**config.mk**
```make
export PLATFORM = sky130hd
export DESIGN_NAME = press_stroke_sequencer
export DESIGN_NICKNAME = d
export VERILOG_FILES = /design/src/verilog/pss_pkg.sv /design/src/verilog/pss_inch_timer.sv /design/src/verilog/press_stroke_sequencer.sv
export SDC_FILE = /design/constraint.sdc
export NUM_CORES = 1
export LEC_CHECK = 0
export BUFFER_PORTS_ARGS = -buffer_cell sky130_fd_sc_hd__buf_2
export CAP_MARGIN = 25
export CORE_MARGIN = 2
export CORE_UTILIZATION = 52
export CTS_CLUSTER_SIZE = 14
export DETAILED_ROUTE_END_ITERATION = 10
export PLACE_DENSITY = 0.86
export SLEW_MARGIN = 20
export SYNTH_ARGS = -nofsm -noshare
export SYNTH_HDL_FRONTEND = slang
export SYNTH_SLANG_ARGS = --single-unit
```
**constraint.sdc**
```tcl
create_clock -name clk_sys -period 3.1 [get_ports clk_sys]
set_input_delay 0.31 -clock clk_sys [delete_from_list [all_inputs] [get_ports clk_sys]]
set_output_delay 0.31 -clock clk_sys [all_outputs]
set_load 0.005 [all_outputs]
```
**src/verilog/pss_pkg.sv**
```systemverilog
package pss_pkg;

  // ****************************************************************
  // register map (byte addresses)
  // ****************************************************************
  localparam logic [11:0] PSS_REG_CFG    = 12'h000;
  localparam logic [11:0] PSS_REG_INCHP  = 12'h004;
  localparam logic [11:0] PSS_REG_INCHON = 12'h008;
  localparam logic [11:0] PSS_REG_STATUS = 12'h00c;

  // ****************************************************************
  // configuration fields
  // ****************************************************************
  localparam int CFG_HELD_UP    = 0;
  localparam int CFG_SINGLE_ACT = 1;
  localparam int CFG_MODE_EN    = 2;
  localparam int CFG_PCI_EN     = 3;
  localparam int CFG_CL_UP      = 4;
  localparam int CFG_CL_DOWN    = 5;
  localparam int CFG_SRC_LSB    = 8;
  localparam int CFG_SRC_W      = 2;
  localparam int CFG_W          = 10;

  // cycle command sources
  localparam logic [1:0] SRC_TWO_HAND  = 2'h0;
  localparam logic [1:0] SRC_FOOT      = 2'h1;
  localparam logic [1:0] SRC_CYCLE_INI = 2'h2;

  // ****************************************************************
  // reset values and timing
  // ****************************************************************
  localparam logic [CFG_W-1:0] CFG_RESET = 10'h000;
  localparam int INCH_W              = 24;
  localparam int INCH_PERIOD_MS      = 100;
  localparam int INCH_ON_MS          = 50;
  localparam int CLK_HZ              = 100_000_000;
  localparam int CYC_PER_MS          = CLK_HZ / 1000;
  localparam logic [INCH_W-1:0] INCH_PERIOD_RESET = INCH_W'(INCH_PERIOD_MS * CYC_PER_MS);
  localparam logic [INCH_W-1:0] INCH_ON_RESET     = INCH_W'(INCH_ON_MS * CYC_PER_MS);

  // status bits
  localparam int ST_W = 8;

  typedef enum logic [5:0] {
    PSS_IDLE   = 6'b000001,
    PSS_DOWN   = 6'b000010,
    PSS_UP     = 6'b000100,
    PSS_VERIFY = 6'b001000,
    PSS_INCH   = 6'b010000,
    PSS_HALT   = 6'b100000
  } pss_state_type;

endpackage

```
**src/verilog/pss_inch_timer.sv**
```systemverilog
module pss_inch_timer
  import pss_pkg::*;
#(
  parameter int W = INCH_W
)
(
  input  wire logic         clk_sys,
  input  wire logic         sys_rst,
  input  wire logic         run,
  input  wire logic [W-1:0] period,
  input  wire logic [W-1:0] on_time,
  output logic              pulse_q
);

  logic [W-1:0] cnt_q;

  // a one-bit counter cannot tell the on part from the off part
  if (W < 2)
  begin : g_width_check
    $error("pss_inch_timer: W too small");
  end

  // counter wraps once per period; run low restarts the pattern
  always_ff @(posedge clk_sys)
  begin
    if (sys_rst || !run)
      cnt_q <= '0;
    else if (cnt_q + W'(1) >= period)
      cnt_q <= '0;
    else
      cnt_q <= cnt_q + W'(1);
  end

  always_ff @(posedge clk_sys)
  begin
    if (sys_rst)
      pulse_q <= 1'b0;
    else
      pulse_q <= run && (cnt_q < on_time); // [RULE11] [RULE12]
  end

endmodule

```
**src/verilog/press_stroke_sequencer.sv**
```systemverilog
// What this block does
// [RULE1] reject configs enabling both held upstroke and single actuation
// [RULE2] held upstroke: command must stay on; release stops motion
// [RULE3] held upstroke: only two-hand or foot pedal source accepted
// [RULE4] single actuation: command only starts the cycle, which then continues
// [RULE5] single actuation: cycle initiation, foot pedal or two-hand source accepted
// [RULE6] single actuation: mutable safety stop is muted during upstroke
// [RULE7] closed loop: feedback must show previous valve off before next turns on (inch mode opens its valve without this check)
// [RULE8] mode option adds run, inch up and inch down inputs
// [RULE9] all mode inputs off: mode group off, no motion (the verify stage ignores it, so a valve can open for one cycle)
// [RULE10] inch period and on-time only visible when mode option selected
// [RULE11] inch modes pulse the output for on-time within each period
// [RULE12] held command in inch mode repeats pulse every period
// [RULE13] mode and press-input groups are separate optional input groups
// [RULE14] a safety input returning on never starts motion by itself
// [RULE15] part-present must be high to start and cycle low-high after bottom (start checks the latched low-high, not the current level)
// [RULE16] bottom limit ends down, top limit ends up, safety stop drops both
// [RULE17] up and down valves never on together
//
// Local design decisions: the register addresses and the APB slave port.
module press_stroke_sequencer
  import pss_pkg::*;
(
  input  wire logic        clk_sys,
  input  wire logic        sys_rst,
  input  wire logic        psel,
  input  wire logic        penable,
  input  wire logic        pwrite,
  input  wire logic [11:0] paddr,
  input  wire logic [31:0] pwdata,
  output logic      [31:0] prdata,
  output logic             pready,
  output logic             pslverr,
  input  wire logic        cycle_cmd,
  input  wire logic        top_stroke_limit,
  input  wire logic        bottom_stroke_limit,
  input  wire logic        press_reset,
  input  wire logic        nonmutable_safety_stop,
  input  wire logic        mode_run,
  input  wire logic        mode_inch_up,
  input  wire logic        mode_inch_down,
  input  wire logic        part_present_input,
  input  wire logic        mutable_safety_stop,
  input  wire logic        up_feedback_off,
  input  wire logic        down_feedback_off,
  output logic             valve_up_q,
  output logic             valve_down_q
);

  // ****************************************************************
  // registers
  // ****************************************************************
  logic [CFG_W-1:0]  cfg_q;
  logic [INCH_W-1:0] inch_period_q;
  logic [INCH_W-1:0] inch_on_q;
  logic              cfg_err_q;
  pss_state_type     state_q;
  pss_state_type     state_d;
  logic              armed_q;
  logic              pip_ok_q;
  logic              pip_seen_low_q;
  logic              cmd_prev_q;
  logic              inch_up_dir_q;
  logic              next_up_q;

  logic              wr_acc;
  logic              cfg_valid;
  logic [CFG_W-1:0]  wcfg;
  logic              held_mode;
  logic              single_mode;
  logic              mode_en;
  logic              pci_en;
  logic              mode_off;
  logic              inching;
  logic              inch_pulse;
  logic              nm_trip;
  logic              m_trip_down;
  logic              m_trip_up;
  logic              cmd_rise;
  logic              start_ok;
  logic              fb_clear_up;
  logic              fb_clear_down;

  assign pready  = 1'b1;
  assign pslverr = 1'b0;
  assign wr_acc  = psel && penable && pwrite;
  assign wcfg    = pwdata[CFG_W-1:0];

  // a write carrying both cycle options, or a source its cycle option does not accept, is dropped whole
  always_comb
  begin
    cfg_valid = !(wcfg[CFG_HELD_UP] && wcfg[CFG_SINGLE_ACT]); // [RULE1]
    if (wcfg[CFG_HELD_UP] &&
        wcfg[CFG_SRC_LSB +: CFG_SRC_W] != SRC_TWO_HAND &&
        wcfg[CFG_SRC_LSB +: CFG_SRC_W] != SRC_FOOT)
      cfg_valid = 1'b0; // [RULE3]
    if (wcfg[CFG_SINGLE_ACT] &&
        wcfg[CFG_SRC_LSB +: CFG_SRC_W] != SRC_TWO_HAND &&
        wcfg[CFG_SRC_LSB +: CFG_SRC_W] != SRC_FOOT &&
        wcfg[CFG_SRC_LSB +: CFG_SRC_W] != SRC_CYCLE_INI)
      cfg_valid = 1'b0; // [RULE5]
  end

  // config only changes while idle, so a stroke never sees a mode swap
  always_ff @(posedge clk_sys)
  begin
    if (sys_rst)
      cfg_q <= CFG_RESET;
    else if (wr_acc && paddr == PSS_REG_CFG && cfg_valid && state_q == PSS_IDLE)
      cfg_q <= wcfg;
  end

  always_ff @(posedge clk_sys)
  begin
    if (sys_rst)
      cfg_err_q <= 1'b0;
    else if (wr_acc && paddr == PSS_REG_CFG)
      cfg_err_q <= !cfg_valid;
  end

  always_ff @(posedge clk_sys)
  begin
    if (sys_rst)
    begin
      inch_period_q <= INCH_PERIOD_RESET;
      inch_on_q     <= INCH_ON_RESET;
    end
    else if (wr_acc && cfg_q[CFG_MODE_EN])
    begin
      if (paddr == PSS_REG_INCHP)
        inch_period_q <= pwdata[INCH_W-1:0]; // [RULE10]
      if (paddr == PSS_REG_INCHON)
        inch_on_q <= pwdata[INCH_W-1:0]; // [RULE10]
    end
  end

  always_ff @(posedge clk_sys)
  begin
    if (sys_rst)
      prdata <= '0;
    else if (psel && !penable && !pwrite)
    begin
      unique case (paddr)
        PSS_REG_CFG:    prdata <= {22'h0, cfg_q};
        PSS_REG_INCHP:  prdata <= cfg_q[CFG_MODE_EN] ? {8'h0, inch_period_q} : '0; // [RULE10]
        PSS_REG_INCHON: prdata <= cfg_q[CFG_MODE_EN] ? {8'h0, inch_on_q} : '0; // [RULE10]
        PSS_REG_STATUS: prdata <= {18'h0, state_q, 2'h0, valve_down_q, valve_up_q,
                                   pip_ok_q, armed_q, mode_off, cfg_err_q};
        default:        prdata <= '0;
      endcase
    end
  end

  // ****************************************************************
  // input conditioning
  // ****************************************************************
  assign held_mode   = cfg_q[CFG_HELD_UP];
  assign single_mode = cfg_q[CFG_SINGLE_ACT];
  assign mode_en     = cfg_q[CFG_MODE_EN]; // [RULE8] [RULE13]
  assign pci_en      = cfg_q[CFG_PCI_EN]; // [RULE13]
  assign mode_off    = mode_en && !mode_run && !mode_inch_up && !mode_inch_down; // [RULE9]
  assign inching     = mode_en && !mode_run && (mode_inch_up || mode_inch_down);
  assign nm_trip     = !nonmutable_safety_stop;
  assign m_trip_down = pci_en && !mutable_safety_stop;
  assign m_trip_up   = pci_en && !mutable_safety_stop && !single_mode; // [RULE6]
  assign cmd_rise    = cycle_cmd && !cmd_prev_q;
  assign start_ok    = armed_q && cmd_rise && !mode_off && (!pci_en || pip_ok_q) // [RULE15]
                       && top_stroke_limit && !nm_trip && !m_trip_down;
  assign fb_clear_up   = !cfg_q[CFG_CL_UP] || up_feedback_off; // [RULE7]
  assign fb_clear_down = !cfg_q[CFG_CL_DOWN] || down_feedback_off; // [RULE7]

  always_ff @(posedge clk_sys)
  begin
    if (sys_rst)
      cmd_prev_q <= 1'b0;
    else
      cmd_prev_q <= cycle_cmd;
  end

  // only a fresh command edge starts motion, never a safety input coming back
  always_ff @(posedge clk_sys)
  begin
    if (sys_rst)
      armed_q <= 1'b0;
    else if (nm_trip)
      armed_q <= 1'b0; // [RULE14]
    else if (press_reset && !cycle_cmd)
      armed_q <= 1'b1;
  end

  // part present: needs a low then high after the press leaves bottom
  always_ff @(posedge clk_sys)
  begin
    if (sys_rst)
    begin
      pip_ok_q       <= 1'b0;
      pip_seen_low_q <= 1'b1;
    end
    else if (state_q == PSS_UP && valve_up_q && bottom_stroke_limit)
    begin
      pip_ok_q       <= 1'b0; // [RULE15]
      pip_seen_low_q <= 1'b0;
    end
    else if (!part_present_input)
      pip_seen_low_q <= 1'b1;
    else if (pip_seen_low_q)
      pip_ok_q <= 1'b1; // [RULE15]
  end

  pss_inch_timer #(
    .W (INCH_W)
  ) u_inch (
    .clk_sys (clk_sys),
    .sys_rst (sys_rst),
    .run     (state_q == PSS_INCH && cycle_cmd),
    .period  (inch_period_q),
    .on_time (inch_on_q),
    .pulse_q (inch_pulse)
  );

  // ****************************************************************
  // stroke sequencer
  // ****************************************************************
  always_comb
  begin
    state_d = state_q;
    unique case (state_q)
      PSS_IDLE:
        if (inching && armed_q && cmd_rise && !nm_trip)
          state_d = PSS_INCH;
        else if (start_ok && (!mode_en || mode_run))
          state_d = PSS_VERIFY;
      PSS_VERIFY:
        // a mutable trip seen here must not let the next valve open even one cycle
        if (nm_trip || (next_up_q ? m_trip_up : m_trip_down) || (held_mode && !cycle_cmd))
          state_d = PSS_HALT; // [RULE6]
        else if (next_up_q ? fb_clear_down : fb_clear_up) // [RULE7]
          state_d = next_up_q ? PSS_UP : PSS_DOWN;
      PSS_DOWN:
        if (nm_trip || m_trip_down || mode_off || (held_mode && !cycle_cmd)) // [RULE2]
          state_d = PSS_HALT; // [RULE16]
        else if (!held_mode && !single_mode && !cycle_cmd)
          state_d = PSS_HALT;
        else if (bottom_stroke_limit)
          state_d = PSS_VERIFY; // [RULE16]
      PSS_UP:
        if (nm_trip || m_trip_up || mode_off || (held_mode && !cycle_cmd)) // [RULE2] [RULE6]
          state_d = PSS_HALT; // [RULE16]
        else if (top_stroke_limit)
          state_d = PSS_IDLE; // [RULE16]
      PSS_INCH:
        if (nm_trip || !cycle_cmd || !inching)
          state_d = PSS_HALT;
      PSS_HALT:
        if (!cycle_cmd)
          state_d = PSS_IDLE;
      default:
        state_d = PSS_HALT;
    endcase
  end

  always_ff @(posedge clk_sys)
  begin
    if (sys_rst)
      state_q <= PSS_IDLE;
    else
      state_q <= state_d;
  end

  // direction for the verify stage: after bottom we go up, otherwise down
  always_ff @(posedge clk_sys)
  begin
    if (sys_rst)
      next_up_q <= 1'b0;
    else if (state_q == PSS_DOWN && state_d == PSS_VERIFY)
      next_up_q <= 1'b1;
    else if (state_q == PSS_IDLE)
      next_up_q <= 1'b0;
  end

  always_ff @(posedge clk_sys)
  begin
    if (sys_rst)
      inch_up_dir_q <= 1'b0;
    else if (state_q == PSS_IDLE)
      inch_up_dir_q <= mode_inch_up;
  end

  // registered valves; down wins ties by masking up whenever the next state is down, never both
  always_ff @(posedge clk_sys)
  begin
    if (sys_rst)
    begin
      valve_up_q   <= 1'b0;
      valve_down_q <= 1'b0;
    end
    else
    begin
      valve_down_q <= (state_d == PSS_DOWN) ||
                      (state_d == PSS_INCH && !inch_up_dir_q && inch_pulse &&
                       !bottom_stroke_limit); // [RULE11] [RULE16]
      valve_up_q   <= ((state_d == PSS_UP) ||
                       (state_d == PSS_INCH && inch_up_dir_q && inch_pulse &&
                        !top_stroke_limit)) && // [RULE16]
                      !(state_d == PSS_DOWN); // [RULE17]
    end
  end

endmodule

```
==> key figures <==
Status
  – Status: finished, violations left
  – Violated checks: negative setup slack

Pwr
  – Leak pwr: 3.25 nW
  – VDD IR max: 0.384 mV
  – Cell Pwr Density: 485 nW/µm²

Drt
  – WL/cell: 17.5 µm
  – Total Wirelength: 18600 µm
  – Drt first pass iters: 6
  – Via-to-Cell Ratio: 5.85
  – Routed Antenna Nets: 0
  – DRC Markers: 0
  – DR iter-0 viols: 578
  – Vias post-DR: 6222

Global route
  – Largest net degree at the start of global routing: 56
  – Initial antenna violation count: 1
  – Tot GR Track Use: 28.3%
  – GRT overflow: 0
  – Global-route wire length before repair: 29100 µm
  – Vias in the first global route: 5945

Logic synthesis
  – Post-Synthesis Cells: 788
  – Warnings, synthesis: 0
  – Number of unique standard cell types used by synthesis: 60
  – Post-synth ARST share: 0%
  – Post-Syn Area: 6490 µm²
  – Seq/Total Area, Yosys: 37.6%
  – Number of synthesized flops with an enable pin: 0
  – Synth Area per Inst: 8.24 µm²
  – Top_reg_cell synth: dfxtp_1
  – Yosys reg bits: 122

Die
  – Die Wd: 116 µm
  – Starting density of the core: 53.6%
  – Core area: 12100 µm²
  – Area of the die: 13400 µm²
  – Rows: 40
  – I/O Pins: 97
  – Die height: 116 µm

Layout
  – Final cell count without fillers: 1063
  – Share of layout cells above drive strength 1: 20.5%
  – Most frequent cells in the layout: 118 x dfxtp_1, 100 x nand2_1, 78 x buf_2
  – Layout area overhead: 21.4%
  – NumNets Final: 990
  – Commonest non-fill, non-tap cell in the layout: dfxtp_1

STA
  – Slew HR: 49.3%
  – Setup violations, final: 7
  – Worst-Margin Slew: 0.757 ns
  – FMAX: 320 MHz
  – Final worst path period share: 101%
  – RSZ-0062 raised after global routing: true
  – Final Hold Viols: 0
  – Clock skew: 0.0102 ns
  – Final setup margin: -0.0237 ns
  – Hold_ws: 0.110 ns
  – Max Slew Vio Count: 0
  – Final min period: 3.12 ns

Clock network
  – CTS tree: built
  – Reg clk slew, reported paths: 0.06 ns
  – CTS Sinks: 122
  – Clk_lat worst skew: 0.42 ns
  – Inserted Clock Buffers: 17
  – CTS Hold Bufs: 0
  – Clock tree buffer depth: 2
  – H-tree depth: 4
  – Root Driver: clkbuf_16

Setup path
  – Critical path peak fanout: 8
  – R2R depth: 14
  – Worst Setup Start Kind: flip-flop
  – WS Path Type: reg2reg
  – Crit end category: flip-flop
  – Worst EP arrival: 3.48 ns
  – Crit path required time: 3.45 ns

Place
  – Detailed placer's ending HPWL: 13000 µm
  – Gpl congestion: 0.948
  – Port bufs: 78
  – Placed Cells: 1022

Hold path
  – Worst min-delay path class: in2reg
  – Hold Path Cell Cnt: 2

Job
  – Max_cap viols: 0
path summary, 6_finish.rpt:
kind                    from                end  slack [ns]
max          u_inch.cnt_q[2]   u_inch.cnt_q[16]       -0.02
min               pwdata[10]  inch_period_q[10]        0.11
max reg2reg  u_inch.cnt_q[2]   u_inch.cnt_q[16]       -0.02
min reg2reg       prdata[19]         prdata[19]        0.46
through the flow:
stage | setup slack, ns | util [%] | power, mW | TNS (ns) | instance area [µm²]
CTS | 0.00203 | 63.8 | 3.82 | 0 | 7730
finish | -0.0237 | 65.1 | 3.83 | -0.0569 | 7890
global placement | -0.0187 | 58.9 | 1.91 | -0.0187 | 7130
global route | -0.185 | 65.1 | 3.94 | -3.39 | 7880
detailed placement | -0.212 | 58.9 | 1.92 | -2.58 | 7130
floorplan | 0.167 | - | 1.82 | 0 | 6520
flip-flops by register name, summed over array words and instances (netlist names), 6 cells and up:
name	count
cfg_q	10
prdata	24
state_q	6
inch_period_q	24
inch_on_q	24
u_inch.cnt_q	24
where the power goes:
part | internal [mW] | total (mW) | switching, mW
clock | 1.24 | 1.94 | 0.702
sequential | 1.59 | 1.63 | 0.0380
combinational | 0.103 | 0.262 | 0.159
worst max-delay path, stage by stage (launching register included):
cell,delay [ns]
dfxtp_2,0.35
and2_4,0.14
nand4_1,0.13
nor2_1,0.13
buf_4,0.16
and3_4,0.19
xor2_2,0.18
ha_1,0.28
a21oi_2,0.17
nor2_2,0.05
a2111o_1,0.38
a211oi_2,0.27
o211ai_1,0.24
buf_4,0.25
nor2b_1,0.12
cells in the mapped netlist (16+ instances only):
cell / n / area (µm²)
nand3_1: 18 / 90.1
clkbuf_1: 26 / 97.6
ha_1: 48 / 601
a211o_1: 16 / 140
inv_1: 52 / 195
a21oi_1: 62 / 310
nand2_1: 101 / 379
a22oi_1: 22 / 165
nor2_1: 70 / 263
dfxtp_1: 122 / 2440
nor2b_1: 23 / 144
o21ai_0: 27 / 135
area by class of cell:
cell class              count  area [µm²]
clock inverters             9        95.1
inverters                  52         195
well taps                 168         210
repair buffers            116         704
fillers                   973        4230
multi-input cells         572        3750
flip-flops and latches    122        2450
clock buffers              23         478
diodes                      1        2.50
logic make-up after synthesis:
kind of cell | after synthesis | synth area share (%)
AO/OA/AOI/OAI | 179 | 17.8
other | 2 | 0.116
XOR/XNOR | 23 | 3.10
AND/OR/NAND/NOR | 299 | 23.2
flip-flops | 122 | 37.6
adder cells (fa/ha/maj) | 48 | 9.25
multiplexers | 13 | 2.00
buffers and inverters | 102 | 6.90
routing by layer:
metal	wire length [µm]	up-vias	track usage, %	part of all wire [%]
met4	612	0	12.0	3.3
met5	0	-	0	0
met2	8850	327	47.1	48
met3	1550	53	8.37	8.4
met1	7580	2916	34.1	41
li1	-	2926	-	-
timing repair:
| item | in CTS | in global routing |
|---|---|---|
| setup endpoints to repair | 24 | 24 |
| pin swaps | 1 | 12 |
| cloned | 0 | 1 |
| resized for setup | 8 | 27 |
| setup buffers | 0 | 7 |
Note: power is estimated with default switching activity, not from simulation.
